$ cat config.mk
export PLATFORM = sky130hd
export DESIGN_NAME = csf_config_front_end
export DESIGN_NICKNAME = d
export VERILOG_FILES = /design/src/rtl/csf_pkg.sv /design/src/rtl/csf_config_front_end.sv
export VERILOG_INCLUDE_DIRS = /design/src /design/src/rtl
export SDC_FILE = /design/constraint.sdc
export NUM_CORES = 1
export LEC_CHECK = 0
export BUFFER_PORTS_ARGS = -buffer_cell sky130_fd_sc_hd__buf_4
export CAP_MARGIN = 10
export CORE_ASPECT_RATIO = 0.8
export CORE_MARGIN = 10
export CORE_UTILIZATION = 25
export CTS_CLUSTER_DIAMETER = 200
export DETAILED_ROUTE_END_ITERATION = 10
export PLACE_DENSITY = 0.47
export SLEW_MARGIN = 20
export SYNTH_ARGS = -nofsm -noshare
export SYNTH_HDL_FRONTEND = slang
export SYNTH_SLANG_ARGS = --single-unit
$ cat constraint.sdc
create_clock -name hclk -period 5.3 [get_ports hclk]
set_input_delay 0.53 -clock hclk [delete_from_list [all_inputs] [get_ports hclk]]
set_output_delay 0.53 -clock hclk [all_outputs]
set_load 0.03 [all_outputs]
$ cat src/rtl/csf_defs.svh
// Constants of the configuration stream front end: offsets, patterns, codes, timings.
// Assumes hclk at 20 MHz; included by the front end, the checker and the bench.
//
// Functional notes
// - Scan instruction register is six bits wide on single-die parts.
// - Instruction 110001 puts the otp_aes_key_select register between scan input and output.
// - Instruction 110011 puts the 32-bit otp_user_word_select word in the scan path.
// - Instruction 110100 puts the fuse control register in the scan path.
// - Fuses are read and programmed over the scan port only.
// - Words are discarded until the sync word AA995566 is seen.
// - Parallel ports first find 000000BB then 11220044, then search sync.
// - After sync each 32-bit word is a packet or packet element.
// - Header 30008001 writes one word to the command register, low five bits.
// - Header 30022001 writes the watchdog timer; zero leaves it unused.
// - Header 30020001 writes the warm boot start address.
// - Command 00000 is a null command without effect.
// - Command 00111 clears the running CRC accumulator.
// - Header 30026001 stores a precomputed readback CRC.
// - Header 30012001 writes the first option register.
// - Header 3001C001 writes the second option register.
// - Header 30018001 writes an identity; mismatch flags an error.
// - Command 01001 switches the config clock to the programmed rate.
// - Stacked parts use instruction codes longer than six bits.
`ifndef CSF_DEFS_SVH
`define CSF_DEFS_SVH

`define CSF_CLK_NS      50
`define CSF_INIT_NS     2000
`define CSF_INIT_CYC    ((`CSF_INIT_NS + `CSF_CLK_NS - 1) / `CSF_CLK_NS)

`define CSF_OFS_CTRL    8'h00
`define CSF_OFS_STATUS  8'h04
`define CSF_OFS_TIMER   8'h08
`define CSF_OFS_WBOOT   8'h0C
`define CSF_OFS_RBCRC   8'h10
`define CSF_OFS_OPT1    8'h14
`define CSF_OFS_OPT2    8'h18
`define CSF_OFS_CRC     8'h1C
`define CSF_OFS_RATE    8'h20
`define CSF_OFS_CMD     8'h24

`define CSF_PAD_WORD    32'hFFFFFFFF
`define CSF_WIDTH_W1    32'h000000BB
`define CSF_WIDTH_W2    32'h11220044
`define CSF_SYNC_WORD   32'hAA995566
`define CSF_HDR_CMD     32'h30008001
`define CSF_HDR_TIMER   32'h30022001
`define CSF_HDR_WBOOT   32'h30020001
`define CSF_HDR_RBCRC   32'h30026001
`define CSF_HDR_OPT1    32'h30012001
`define CSF_HDR_OPT2    32'h3001C001
`define CSF_HDR_ID      32'h30018001

`define CSF_CMD_NULL    5'h00
`define CSF_CMD_CRCRST  5'h07
`define CSF_CMD_SWITCH  5'h09
`define CSF_RATE_LSB    17
`define CSF_RATE_W      6

`define CSF_IR_KEY      6'h31
`define CSF_IR_USER     6'h33
`define CSF_IR_CNTL     6'h34
`define CSF_IR_BYPASS   6'h3F
`define CSF_IR_CAPTURE  6'h01
`define CSF_KEY_LEN     256
`define CSF_USER_LEN    32
`define CSF_CNTL_LEN    14
`define CSF_CNTL_WKU    2
`define CSF_CNTL_RKEY   3
`define CSF_CNTL_RUSER  4
`define CSF_CNTL_WCNTL  5

`endif

$ cat src/rtl/csf_pkg.sv
// Types of the configuration stream front end.
// Needs no constant from csf_defs.svh; its encodings are given here.
package csf_pkg;
  typedef enum logic [15:0] {
    TAP_TLR = 16'h0001, TAP_RTI = 16'h0002, TAP_SDR = 16'h0004, TAP_CDR = 16'h0008,
    TAP_SHD = 16'h0010, TAP_E1D = 16'h0020, TAP_PD  = 16'h0040, TAP_E2D = 16'h0080,
    TAP_UDR = 16'h0100, TAP_SIR = 16'h0200, TAP_CIR = 16'h0400, TAP_SHI = 16'h0800,
    TAP_E1I = 16'h1000, TAP_PI  = 16'h2000, TAP_E2I = 16'h4000, TAP_UIR = 16'h8000
  } csf_tap_t;
  typedef enum logic [4:0] {
    ST_WID1 = 5'h01, ST_WID2 = 5'h02, ST_SYNC = 5'h04, ST_HDR = 5'h08, ST_DATA = 5'h10
  } csf_stream_t;
  typedef enum logic [2:0] {
    TG_CMD, TG_TIMER, TG_WBOOT, TG_RBCRC, TG_OPT1, TG_OPT2, TG_ID
  } csf_tgt_t;
endpackage : csf_pkg

$ cat src/rtl/csf_config_front_end.sv
// Configuration stream front end: serial word stream, packet decode, fuse scan port.
// Assumes an AHB-Lite master on hclk; scan and config pins are asynchronous.
//
// Decided for this implementation: the AHB-Lite slave port and the address map.
`timescale 1ns/100ps
`include "csf_defs.svh"

module csf_config_front_end #(
  parameter logic [31:0] DEVICE_ID = 32'h0C5F0001, // Arbitrary identity value
  parameter int          IR_W      = 6,
  parameter int          INIT_CYC  = `CSF_INIT_CYC
) (
  // Clock and reset
  input  wire logic                 hclk,
  input  wire logic                 hresetn,
  // AHB-Lite slave
  input  wire logic                 hsel,
  input  wire logic [31:0]          haddr,
  input  wire logic [1:0]           htrans,
  input  wire logic                 hwrite,
  input  wire logic [2:0]           hsize,
  input  wire logic [31:0]          hwdata,
  input  wire logic                 hready,
  output logic                      hreadyout,
  output logic [31:0]               hrdata,
  output logic                      hresp,
  // Config stream pins
  input  wire logic                 config_clock,
  input  wire logic                 config_data,
  output logic                      init_done_o,
  output logic                      init_done_oe,
  output logic [`CSF_RATE_W-1:0]    config_clock_rate,
  // Scan port pins
  input  wire logic                 tck,
  input  wire logic                 tms,
  input  wire logic                 tdi,
  output logic                      tdo,
  output logic                      tdo_oe
);
  import csf_pkg::*;

  localparam logic [IR_W-1:0] IR_KEY  = IR_W'(`CSF_IR_KEY);
  localparam logic [IR_W-1:0] IR_USER = IR_W'(`CSF_IR_USER);
  localparam logic [IR_W-1:0] IR_CNTL = IR_W'(`CSF_IR_CNTL);
  localparam logic [IR_W-1:0] IR_BYP  = {IR_W{1'b1}};
  localparam logic [IR_W-1:0] IR_CAP  = IR_W'(`CSF_IR_CAPTURE);
  localparam int KL = `CSF_KEY_LEN;

  // ----------------------------------------------------------------
  // Pin synchronisers
  // ----------------------------------------------------------------
  logic [4:0] sync1_q;
  logic [4:0] sync2_q;
  logic [1:0] edge_q;
  logic       tck_rise;
  logic       tck_fall;
  logic       config_clock_rise;
  logic       tms_s;
  logic       tdi_s;
  logic       cdata_s;

  always_ff @(posedge hclk or negedge hresetn) begin
    if (!hresetn) begin
      sync1_q <= 5'h00;
      sync2_q <= 5'h00;
      edge_q  <= 2'h0;
    end else begin
      sync1_q <= {config_data, config_clock, tdi, tms, tck};
      sync2_q <= sync1_q;
      edge_q  <= {sync2_q[3], sync2_q[0]};
    end
  end

  assign tms_s     = sync2_q[1];
  assign tdi_s     = sync2_q[2];
  assign cdata_s   = sync2_q[4];
  assign tck_rise  = sync2_q[0] & ~edge_q[0];
  assign tck_fall  = ~sync2_q[0] & edge_q[0];
  assign config_clock_rise = sync2_q[3] & ~edge_q[1];

  // ----------------------------------------------------------------
  // Scan state machine
  // ----------------------------------------------------------------
  csf_tap_t tap_q;
  csf_tap_t tap_d;

  always_comb begin
    case (tap_q)
      TAP_TLR: tap_d = tms_s ? TAP_TLR : TAP_RTI;
      TAP_RTI: tap_d = tms_s ? TAP_SDR : TAP_RTI;
      TAP_SDR: tap_d = tms_s ? TAP_SIR : TAP_CDR;
      TAP_CDR: tap_d = tms_s ? TAP_E1D : TAP_SHD;
      TAP_SHD: tap_d = tms_s ? TAP_E1D : TAP_SHD;
      TAP_E1D: tap_d = tms_s ? TAP_UDR : TAP_PD;
      TAP_PD:  tap_d = tms_s ? TAP_E2D : TAP_PD;
      TAP_E2D: tap_d = tms_s ? TAP_UDR : TAP_SHD;
      TAP_UDR: tap_d = tms_s ? TAP_SDR : TAP_RTI;
      TAP_SIR: tap_d = tms_s ? TAP_TLR : TAP_CIR;
      TAP_CIR: tap_d = tms_s ? TAP_E1I : TAP_SHI;
      TAP_SHI: tap_d = tms_s ? TAP_E1I : TAP_SHI;
      TAP_E1I: tap_d = tms_s ? TAP_UIR : TAP_PI;
      TAP_PI:  tap_d = tms_s ? TAP_E2I : TAP_PI;
      TAP_E2I: tap_d = tms_s ? TAP_UIR : TAP_SHI;
      TAP_UIR: tap_d = tms_s ? TAP_SDR : TAP_RTI;
      default: tap_d = TAP_TLR;
    endcase
  end

  always_ff @(posedge hclk or negedge hresetn) begin
    if (!hresetn) begin
      tap_q <= TAP_TLR;
    end else if (tck_rise) begin
      tap_q <= tap_d;
    end
  end

  // ----------------------------------------------------------------
  // Instruction register
  // ----------------------------------------------------------------
  logic [IR_W-1:0] ir_sh_q;
  logic [IR_W-1:0] ir_q;

  always_ff @(posedge hclk or negedge hresetn) begin
    if (!hresetn) begin
      ir_sh_q <= IR_BYP;
      ir_q    <= IR_BYP;
    end else if (tck_rise) begin
      case (tap_q)
        TAP_TLR: ir_q    <= IR_BYP;
        TAP_CIR: ir_sh_q <= IR_CAP;
        TAP_SHI: ir_sh_q <= {tdi_s, ir_sh_q[IR_W-1:1]};
        TAP_UIR: ir_q    <= ir_sh_q;
        default: ir_q    <= ir_q;
      endcase
    end
  end

  // ----------------------------------------------------------------
  // Fuse data registers
  // ----------------------------------------------------------------
  logic [KL-1:0]               key_q;
  logic [`CSF_USER_LEN-1:0]    user_q;
  logic [`CSF_CNTL_LEN-1:0]    cntl_q;
  logic [KL-1:0]               dr_q;
  logic [KL-1:0]               key_rev;
  logic [KL-1:0]               dr_rev;
  logic [7:0]                  dr_top;
  logic                        key_user_locked;

  // Key leaves with its top bit first, so it sits reversed in the chain
  for (genvar i = 0; i < KL; i++) begin : g_rev
    assign key_rev[i] = key_q[KL-1-i];
    assign dr_rev[i]  = dr_q[KL-1-i];
  end

  assign key_user_locked = cntl_q[`CSF_CNTL_WKU] | cntl_q[`CSF_CNTL_RKEY]
                         | cntl_q[`CSF_CNTL_RUSER];

  always_comb begin
    case (ir_q)
      IR_KEY:  dr_top = 8'(KL - 1);
      IR_USER: dr_top = 8'(`CSF_USER_LEN - 1);
      IR_CNTL: dr_top = 8'(`CSF_CNTL_LEN - 1);
      default: dr_top = 8'h00;
    endcase
  end

  always_ff @(posedge hclk or negedge hresetn) begin
    if (!hresetn) begin
      dr_q <= '0;
    end else if (tck_rise) begin
      if (tap_q == TAP_CDR) begin
        case (ir_q)
          IR_KEY:  dr_q <= cntl_q[`CSF_CNTL_RKEY] ? '0 : key_rev;
          IR_USER: dr_q <= cntl_q[`CSF_CNTL_RUSER] ? '0 :
                           {{(KL-`CSF_USER_LEN){1'b0}}, user_q};
          IR_CNTL: dr_q <= {{(KL-`CSF_CNTL_LEN){1'b0}}, cntl_q};
          default: dr_q <= '0;
        endcase
      end else if (tap_q == TAP_SHD) begin
        dr_q         <= {1'b0, dr_q[KL-1:1]};
        dr_q[dr_top] <= tdi_s;
      end
    end
  end

  // One-time bits only ever set; locked registers refuse the update
  always_ff @(posedge hclk or negedge hresetn) begin
    if (!hresetn) begin
      key_q  <= '0;
      user_q <= '0;
      cntl_q <= '0;
    end else if (tck_rise && tap_q == TAP_UDR) begin
      case (ir_q)
        IR_KEY:  if (!key_user_locked) key_q <= key_q | dr_rev;
        IR_USER: if (!key_user_locked) user_q <= user_q | dr_q[`CSF_USER_LEN-1:0];
        IR_CNTL: if (!cntl_q[`CSF_CNTL_WCNTL]) cntl_q <= cntl_q | dr_q[`CSF_CNTL_LEN-1:0];
        default: key_q <= key_q;
      endcase
    end
  end

  // Scan output changes on the falling scan clock
  always_ff @(posedge hclk or negedge hresetn) begin
    if (!hresetn) begin
      tdo    <= 1'b0;
      tdo_oe <= 1'b0;
    end else if (tck_fall) begin
      tdo    <= (tap_q == TAP_SHI) ? ir_sh_q[0] : dr_q[0];
      tdo_oe <= (tap_q == TAP_SHI) | (tap_q == TAP_SHD);
    end
  end

  // ----------------------------------------------------------------
  // Initialisation and init done pin
  // ----------------------------------------------------------------
  logic [15:0] init_cnt_q;
  logic        init_busy;

  assign init_busy = (init_cnt_q != 16'h0000);

  always_ff @(posedge hclk or negedge hresetn) begin
    if (!hresetn) begin
      init_cnt_q   <= 16'(INIT_CYC);
      init_done_o  <= 1'b0;
      init_done_oe <= 1'b1;
    end else begin
      init_done_o  <= 1'b0;
      init_done_oe <= init_busy;
      if (init_busy) begin
        init_cnt_q <= init_cnt_q - 16'h0001;
      end
    end
  end

  // ----------------------------------------------------------------
  // Config stream and packet decode
  // ----------------------------------------------------------------
  csf_stream_t st_q;
  csf_tgt_t    tgt_q;
  logic [31:0] sh_q;
  logic [31:0] wd;
  logic [4:0]  bit_q;
  logic        word_done;
  logic        par_mode_q;
  logic        restart_q;
  logic        width_ok_q;
  logic        id_err_q;
  logic [4:0]  cmd_q;
  logic [31:0] timer_q;
  logic [31:0] wboot_q;
  logic [31:0] rbcrc_q;
  logic [31:0] opt1_q;
  logic [31:0] opt2_q;
  logic [31:0] crc_q;
  logic        cbit;
  logic        sync_hit;

  // Words before release are ignored, the host must wait for it
  assign cbit      = config_clock_rise & ~init_busy;
  assign wd        = {sh_q[30:0], cdata_s};
  assign word_done = cbit & (bit_q == 5'h1F);

  always_ff @(posedge hclk or negedge hresetn) begin
    if (!hresetn) begin
      sh_q  <= 32'h00000000;
      bit_q <= 5'h00;
    end else if (cbit) begin
      sh_q  <= wd;
      bit_q <= sync_hit ? 5'h00 : bit_q + 5'h01;
    end
  end

  // Search states slide bit by bit; alignment is fixed once a pattern hits
  always_ff @(posedge hclk or negedge hresetn) begin
    if (!hresetn) begin
      st_q       <= ST_SYNC;
      tgt_q      <= TG_CMD;
      width_ok_q <= 1'b0;
    end else if (restart_q) begin
      st_q       <= par_mode_q ? ST_WID1 : ST_SYNC;
      width_ok_q <= 1'b0;
    end else if (cbit) begin
      case (st_q)
        ST_WID1: if (wd == `CSF_WIDTH_W1) st_q <= ST_WID2;
        ST_WID2: if (word_done) begin
          width_ok_q <= (wd == `CSF_WIDTH_W2);
          st_q       <= (wd == `CSF_WIDTH_W2) ? ST_SYNC : ST_WID1;
        end
        ST_SYNC: if (wd == `CSF_SYNC_WORD) st_q <= ST_HDR;
        ST_HDR: if (word_done) begin
          st_q <= ST_DATA;
          case (wd)
            `CSF_HDR_CMD:   tgt_q <= TG_CMD;
            `CSF_HDR_TIMER: tgt_q <= TG_TIMER;
            `CSF_HDR_WBOOT: tgt_q <= TG_WBOOT;
            `CSF_HDR_RBCRC: tgt_q <= TG_RBCRC;
            `CSF_HDR_OPT1:  tgt_q <= TG_OPT1;
            `CSF_HDR_OPT2:  tgt_q <= TG_OPT2;
            `CSF_HDR_ID:    tgt_q <= TG_ID;
            default:        st_q  <= ST_HDR;
          endcase
        end
        ST_DATA: if (word_done) st_q <= ST_HDR;
        default: st_q <= ST_SYNC;
      endcase
    end
  end

  // Sync search realigns the word counter on the match
  assign sync_hit = cbit & (((st_q == ST_SYNC) & (wd == `CSF_SYNC_WORD))
                          | ((st_q == ST_WID1) & (wd == `CSF_WIDTH_W1)));

  logic data_wr;
  assign data_wr = word_done & (st_q == ST_DATA) & ~restart_q;

  always_ff @(posedge hclk or negedge hresetn) begin
    if (!hresetn) begin
      cmd_q   <= `CSF_CMD_NULL;
      timer_q <= 32'h00000000;
      wboot_q <= 32'h00000000;
      rbcrc_q <= 32'h00000000;
      opt1_q  <= 32'h00000000;
      opt2_q  <= 32'h00000000;
    end else if (data_wr) begin
      case (tgt_q)
        TG_CMD:   cmd_q   <= wd[4:0];
        TG_TIMER: timer_q <= wd;
        TG_WBOOT: wboot_q <= wd;
        TG_RBCRC: rbcrc_q <= wd;
        TG_OPT1:  opt1_q  <= wd;
        TG_OPT2:  opt2_q  <= wd;
        default:  cmd_q   <= cmd_q;
      endcase
    end
  end

  // A restart in the same cycle blocks the write, so a mismatch there is dropped and the flag clears
  always_ff @(posedge hclk or negedge hresetn) begin
    if (!hresetn) begin
      id_err_q <= 1'b0;
    end else if (data_wr && tgt_q == TG_ID && wd != DEVICE_ID) begin
      id_err_q <= 1'b1;
    end else if (restart_q) begin
      id_err_q <= 1'b0;
    end
  end

  // Simple rotate-xor signature; only words after sync are covered
  logic crc_clear;
  assign crc_clear = data_wr & (tgt_q == TG_CMD) & (wd[4:0] == `CSF_CMD_CRCRST);

  always_ff @(posedge hclk or negedge hresetn) begin
    if (!hresetn) begin
      crc_q <= 32'h00000000;
    end else if (crc_clear || restart_q) begin
      crc_q <= 32'h00000000;
    end else if (word_done && (st_q == ST_HDR || st_q == ST_DATA)) begin
      crc_q <= {crc_q[30:0], crc_q[31]} ^ wd;
    end
  end

  // Only the switch command loads the rate; the null command only loads cmd_q and the CRC
  always_ff @(posedge hclk or negedge hresetn) begin
    if (!hresetn) begin
      config_clock_rate <= '0;
    end else if (data_wr && tgt_q == TG_CMD && wd[4:0] == `CSF_CMD_SWITCH) begin
      config_clock_rate <= opt1_q[`CSF_RATE_LSB +: `CSF_RATE_W];
    end
  end

  // ----------------------------------------------------------------
  // AHB-Lite slave
  // ----------------------------------------------------------------
  logic       wr_pend_q;
  logic       rd_pend_q;
  logic [7:0] addr_q;
  logic       take;
  logic [31:0] rd_mux;
  logic [31:0] status;

  assign take   = hsel & htrans[1] & hready;
  assign status = {22'h000000, cmd_q, (timer_q != 32'h00000000),
                   id_err_q, width_ok_q, st_q[3] | st_q[4], par_mode_q};

  always_comb begin
    case (addr_q)
      `CSF_OFS_CTRL:   rd_mux = {31'h00000000, par_mode_q};
      `CSF_OFS_STATUS: rd_mux = status;
      `CSF_OFS_TIMER:  rd_mux = timer_q;
      `CSF_OFS_WBOOT:  rd_mux = wboot_q;
      `CSF_OFS_RBCRC:  rd_mux = rbcrc_q;
      `CSF_OFS_OPT1:   rd_mux = opt1_q;
      `CSF_OFS_OPT2:   rd_mux = opt2_q;
      `CSF_OFS_CRC:    rd_mux = crc_q;
      `CSF_OFS_RATE:   rd_mux = {26'h0000000, config_clock_rate};
      `CSF_OFS_CMD:    rd_mux = {27'h0000000, cmd_q};
      default:         rd_mux = 32'h00000000;
    endcase
  end

  // Reads take one wait state so data reflects any write just before
  always_ff @(posedge hclk or negedge hresetn) begin
    if (!hresetn) begin
      wr_pend_q <= 1'b0;
      rd_pend_q <= 1'b0;
      addr_q    <= 8'h00;
      hreadyout <= 1'b1;
      hrdata    <= 32'h00000000;
      hresp     <= 1'b0;
    end else begin
      hresp <= 1'b0;
      if (rd_pend_q) begin
        hrdata    <= rd_mux;
        hreadyout <= 1'b1;
        rd_pend_q <= 1'b0;
      end else if (take) begin
        addr_q    <= (haddr[31:8] == 24'h000000) ? haddr[7:0] : 8'hFF;
        wr_pend_q <= hwrite;
        rd_pend_q <= ~hwrite;
        hreadyout <= hwrite;
      end else begin
        wr_pend_q <= 1'b0;
      end
    end
  end

  // Software can steer the stream but never reaches the fuses
  always_ff @(posedge hclk or negedge hresetn) begin
    if (!hresetn) begin
      par_mode_q <= 1'b0;
      restart_q  <= 1'b0;
    end else begin
      restart_q <= 1'b0;
      if (wr_pend_q && addr_q == `CSF_OFS_CTRL) begin
        par_mode_q <= hwdata[0];
        restart_q  <= hwdata[1];
      end
    end
  end

endmodule : csf_config_front_end

==> metrics, run 1 <==
run status finished clean; Ys Warns 0; fin crit share 69.7%; share of cells above drive strength 1 15.2%; pre-CTS setup slack 1.56 ns; worst skew pair latency 0.69 ns; Die Area 171000 um2; P_leak 0.0220 uW; Top FF cell, synth dfrtp_1; layout overhead on the synthesized area 15.2%; crit path time final 3.69 ns; Post-synth EDFFs 0; Layout Cells excl Fill 5581; sequential fraction of the synthesis area 59.0%; area share of the largest cell type after synthesis 57.7%; Crit. End Element register; I/O Buffers 86; Worst-path clk slew 0.06 ns; hpwl dp 53100 um; Total GRT Usage 11.0%; Slew Limit Headroom 26.1%; 1st-iter DRT viols 1954; global route overflow 0; fraction of registers with async set or reset after synthesis 100%; max-cap viol count 0; Max Fanout on Critical Path 13; DRC 0; FP Rows 129; post-synthesis register bit count 911; crit path DAT 4.30 ns; min-delay worst type in -> reg; synth unique cells 79; CTS root buf clkbuf_16; RSZ-0062 raised after global routing false; initial antenna violation count 2; VDD IR max 216 uV; core area 154000 um2; fmax 271 MHz; clock skew 0.0329 ns; final wirelength 94900 um; num ports 123; clock sink count 911; area leader, netlist dfrtp_1; pwr/cell area 365 nW/um2; H-tree lvl count 3; post-DR wirelength/cell 17.0 um; TritonCTS clock tree built; Die Y 372 um; WP data required 5.91 ns; Max clock buf depth 3; Die X 460 um; nets 3559; Area after DPL 41400 um2; fin. max-slew vios 0; Initial Util 25.1%; Pre-Repair DR Iteration Count 6; largest net degree at the start of global routing 187; kind of critical path reg -> reg; Fin. Hold Viols 0; Placed Cells 5395; Routed Antenna Nets 0; vias per std cell 4.79; first-pass GRT wire length 156000 um; CP startpoint kind register; cell area after layout 44600 um2; Post-Syn Area 38700 um2; worst setup margin 1.61 ns; GPL Wtd Cong 0.800; worst slew pin tran 1.11 ns; Post-Synthesis Cells 3510; synth top area cells dfrtp_1 (58%), a21o_1 (5.9%), mux2_2 (5.2%); CTS Buf Count 93; HP Start htrans[1]; synthesized area per cell 11.0 um2; final setup fails 0; setup TNS 0 ns; vias in the first global route 26899; Reg-to-Reg Start addr_q[4]$_DFFE_PN0P_; Post-CTS Resized 0; via count 26733; Setup crit start addr_q[4]$_DFFE_PN0P_
==> layout by cell type, fill, tap and decap left out, drive strengths merged, types with 37 or more instances in the layout <==
cell type  instances
clkbuf           146
o21ai             80
a221o             40
nand2            320
buf              141
nor2             348
dfrtp            893
a21oi             37
inv               55
mux2             208
a21o             305
a31oi            228
nor4              38
nand3            253
xnor2             39
==> area by class of cell <==
class	instances	area, um2
timing repair buffer	157	1450
antenna	1	2.50
inverter	52	195
multi-input combinational	2261	14500
fill	15917	110000
clock buffer	146	2780
sequential	911	22800
clock inverter	23	235
tap	2030	2540
==> worst max-delay path: stages (launching register included) <==
cell     delay (ns)
dfrtp_1        0.58
nor4b_2        0.77
nand3_1        0.91
nor2_1         0.81
a22oi_1        0.20
a21o_1         0.25
o21ai_0        0.07
==> state kept, by name (all words and copies together) (netlist names), 32 cells and up <==
name and flops:
dr_q 256, key_q 256, crc_q 32, hrdata 32, opt1_q 32, opt2_q 32
rbcrc_q 32, timer_q 32, user_q 32, wboot_q 32
==> cell families after synthesis <==
logic type	after synthesis	synth area share, %
muxes	243	7.25
AOI/OAI and AO/OA	864	15.7
DFF	911	59.0
other	1	0.00969
xor gates and xnor gates	54	1.22
adders and majority gates	4	0.129
buffers and inverters	339	3.73
and+or+nand+nor	1094	13.0
==> per-stage QoR <==
stage	hold WS (ns)	power [uW]	util (%)
2_1_floorplan	0.234	9250	-
3_3_place_gp	0.335	9810	26.8
3_5_place_dp	0.337	9850	26.8
4_1_cts	0.0479	16600	28.9
5_1_grt	0.0819	17200	28.9
6_report	0.121	16300	28.9
==> final timing paths <==
kind,to,slack [ns],cells past startpoint
setup / recovery,hrdata[8]$_DFFE_PN0P_,1.61,6
hold / removal,hreadyout$_DFFE_PN1P_,0.12,3
setup reg to reg,hrdata[8]$_DFFE_PN0P_,1.61,6
hold reg to reg,sync2_q[2]$_DFF_PN0_,0.35,0
max in group asynchronous,wboot_q[19]$_DFFE_PN0P_,3.39,3
min in group asynchronous,user_q[13]$_DFFE_PN0P_,0.58,2
==> synthesized netlist by cell type, drive strengths merged (35+ instances only) <==
cell type and number:
buf 109, a21o 305, mux2 208, clkbuf 178, mux2i 35, nor4 38, inv 51, a221o 40
o21ai 80, nor2 348, a31oi 228, a21oi 37, nand2 320, nand3 253, xnor2 39, dfrtp 893
==> where the power goes <==
part           switching [uW]  internal, uW
clock network            2850          3710
registers                 720          7550
logic                     797           657
==> what timing repair did <==
action	in CTS	in global routing
buffers inserted	0	0
endpoints found under the setup margin	0	0
hold endpoints to repair	93	0
hold buffers	16	0
==> routing by layer <==
| layer | up-vias | track usage (%) | routed length (um) |
|---|---|---|---|
| met5 | - | 0 | 0 |
| met4 | 0 | 2.87 | 1730 |
| met3 | 104 | 1.91 | 3700 |
| met2 | 411 | 16.5 | 41500 |
| met1 | 13712 | 16.1 | 48000 |
| li1 | 12506 | - | - |
Power figures use the tool's default switching activity.
==> inputs of run 2 (changes only) <==
--- a/config.mk
+++ b/config.mk
@@ -13,7 +13,7 @@
 export CORE_UTILIZATION = 25
 export CTS_CLUSTER_DIAMETER = 200
 export DETAILED_ROUTE_END_ITERATION = 10
-export PLACE_DENSITY = 0.47
+export PLACE_DENSITY = 0.48
 export SLEW_MARGIN = 20
 export SYNTH_ARGS = -nofsm -noshare
 export SYNTH_HDL_FRONTEND = slang
==> constraint.sdc (replaced) <==
create_clock -name hclk -period 3.2 [get_ports hclk]
set_input_delay 0.32 -clock hclk [delete_from_list [all_inputs] [get_ports hclk]]
set_output_delay 0.32 -clock hclk [all_outputs]
set_load 0.03 [all_outputs]
==> run 2 against run 1 <==
  * Critical path depth increased by 2
  * Sequential power is 63% higher
  * Via count up 0.46%
  * Sequential share of layout area down 1.4 points
  * Die area unchanged
  * Fmax is 28% higher
  * Clock skew is 0.0096 ns lower
  * Core utilization rose by 0.84 points
  * First-iteration DRC count down 10%
  * Largest cell class unchanged
  * Highest routed layer unchanged
==> metrics, run 2 (synthesis results as in run 1) <==
run status finished clean; worst path bufs/invs 2; Die X 460 um; P_leak 0.0226 uW; DRC 0; H-tree lvl count 3; Crit. End Element register; RSZ-0062 raised after global routing false; vias per std cell 4.73; Post-CTS Resized 0; post-DR wirelength/cell 16.8 um; Fillers 15866; via count 26857; pwr/cell area 612 nW/um2; first-pass GRT wire length 157000 um; Crit path depth 8; Routed Antenna Nets 0; Worst-path clk slew 0.06 ns; Die Area 171000 um2; clock sink count 911; Pre-Repair DR Iteration Count 5; most common cell after layout, fill and taps aside dfrtp_1; Die Y 372 um; kind of critical path reg -> reg; crit path DAT 3.46 ns; initial antenna violation count 4; num ports 123; Total GRT Usage 11.1%; CTS root buf clkbuf_16; layout overhead on the synthesized area 18.5%; hold_buf cts 21; worst slew pin tran 0.749 ns; Largest regs dr_q: 256 flops, key_q: 256 flops; Hold Path Cell Cnt 4; fmax 345 MHz; most used cell, CP buf_4; Critical Path Slowest Stage Cell or4_1; VDD IR max 391 uV; Comb pwr share 9.9%; Top delay family on crit path simple AND/OR/NAND/NOR gates; max-cap viol count 0; WP data required 3.76 ns; R2R setup slack 0.31 ns; crit path time final 2.89 ns; I/O Buffers 86; clock skew 0.0233 ns; TritonCTS clock tree built; FP Rows 129; most frequent cells in the layout dfrtp_1 (892), nor2_1 (343), nand2_1 (320); global route overflow 0; min-delay worst type in -> reg; Initial Util 25.1%; sequential share of power 48.0%; setup TNS 0 ns; hpwl dp 56000 um; Setup Buffers After CTS 0; final setup fails 0; fin. max-slew vios 0; CTS Buf Count 96; crit path cell chain or4_1 > nor4b_4 > and2_1 > buf_4 > nand4_1 > nand3b_1 > buf_4 > mux2_2; GPL Wtd Cong 0.808; CP startpoint kind register; core area 154000 um2; Placed Cells 5475; Clk pwr share 42.1%; Switching Fraction 26.4%; slowest cell delay on critical path 0.60 ns; Fin. Hold Viols 0; vias in the first global route 26854; fin crit share 90.5%; Cell Int Power 20700 uW; nets 3647; 1st-iter DRT viols 1749; final wirelength 95500 um; Worst Reg-to-Reg Cells 8; worst skew pair latency 0.69 ns; Layout Cells excl Fill 5673; Slew Limit Headroom 49.6%; Util after Layout 29.7%; Max Fanout on Critical Path 19; largest net degree at the start of global routing 115; P_sw 7410 uW; Max clock buf depth 3; share of cells above drive strength 1 17.5%
[run 2: layer usage]
layer  routed length [um]  global-route usage (%)  vias up  share of wire, %
met1                49000                    16.6    13610                51
met5                    0                       0        -                 0
met2                40800                    16.4      418                43
met4                 1770                    2.84        0               1.9
met3                 3870                    2.00      116               4.1
li1                     -                       -    12713                 -
[run 2: area by class of cell]
cell class	count	area, um2	share of cell area, %
Clock buffer	129	2710	5.90
Tap cell	2030	2540	5.54
Timing Repair Buffer	242	2440	5.32
Multi-Input combinational cell	2261	14500	31.7
Antenna cell	2	5.00	0.0109
Inverter	52	195	0.426
Clock inverter	46	617	1.35
Sequential cell	911	22800	49.8
[run 2: stage by stage]
stage	total power, uW	setup WS, ns	area [um2]	hold WS [ns]
6_report	28100	0.305	45900	0.213
3_5_place_dp	16500	0.309	42300	0.335
4_1_cts	28500	0.293	45900	0.159
3_3_place_gp	16400	0.369	42300	0.334
5_1_grt	29600	0.0888	45900	0.237
2_1_floorplan	15300	0.587	38700	0.0244
[run 2: final timing paths]
| kind | startpoint | to |
|---|---|---|
| hold reg to reg | sync1_q[0]$_DFF_PN0_ | sync2_q[0]$_DFF_PN0_ |
| max in group asynchronous | hresetn | rbcrc_q[23]$_DFFE_PN0P_ |
| min in group asynchronous | hresetn | key_q[239]$_DFFE_PN0P_ |
| setup reg to reg | init_cnt_q[2]$_DFFE_PN0P_ | wboot_q[6]$_DFFE_PN0P_ |
| hold / removal | haddr[21] | addr_q[0]$_DFFE_PN0P_ |
| setup / recovery | init_cnt_q[2]$_DFFE_PN0P_ | wboot_q[6]$_DFFE_PN0P_ |
[run 2: power by group through the flow]
stage | Clock, uW | Sequential (uW) | Combinational, uW
floorplan | 0 | 13300 | 2050
global placement | 0 | 13700 | 2750
detailed placement | 0 | 13700 | 2810
CTS | 12200 | 13500 | 2830
global route | 12700 | 13600 | 3230
finish | 11800 | 13500 | 2780
[run 2: worst register-to-register path, delay by kind of cell (launching register included)]
kind          cells  cell delay, ns
simple gates      5            1.59
buf+inv           2            0.46
mux               1            0.33
flops             1            0.41
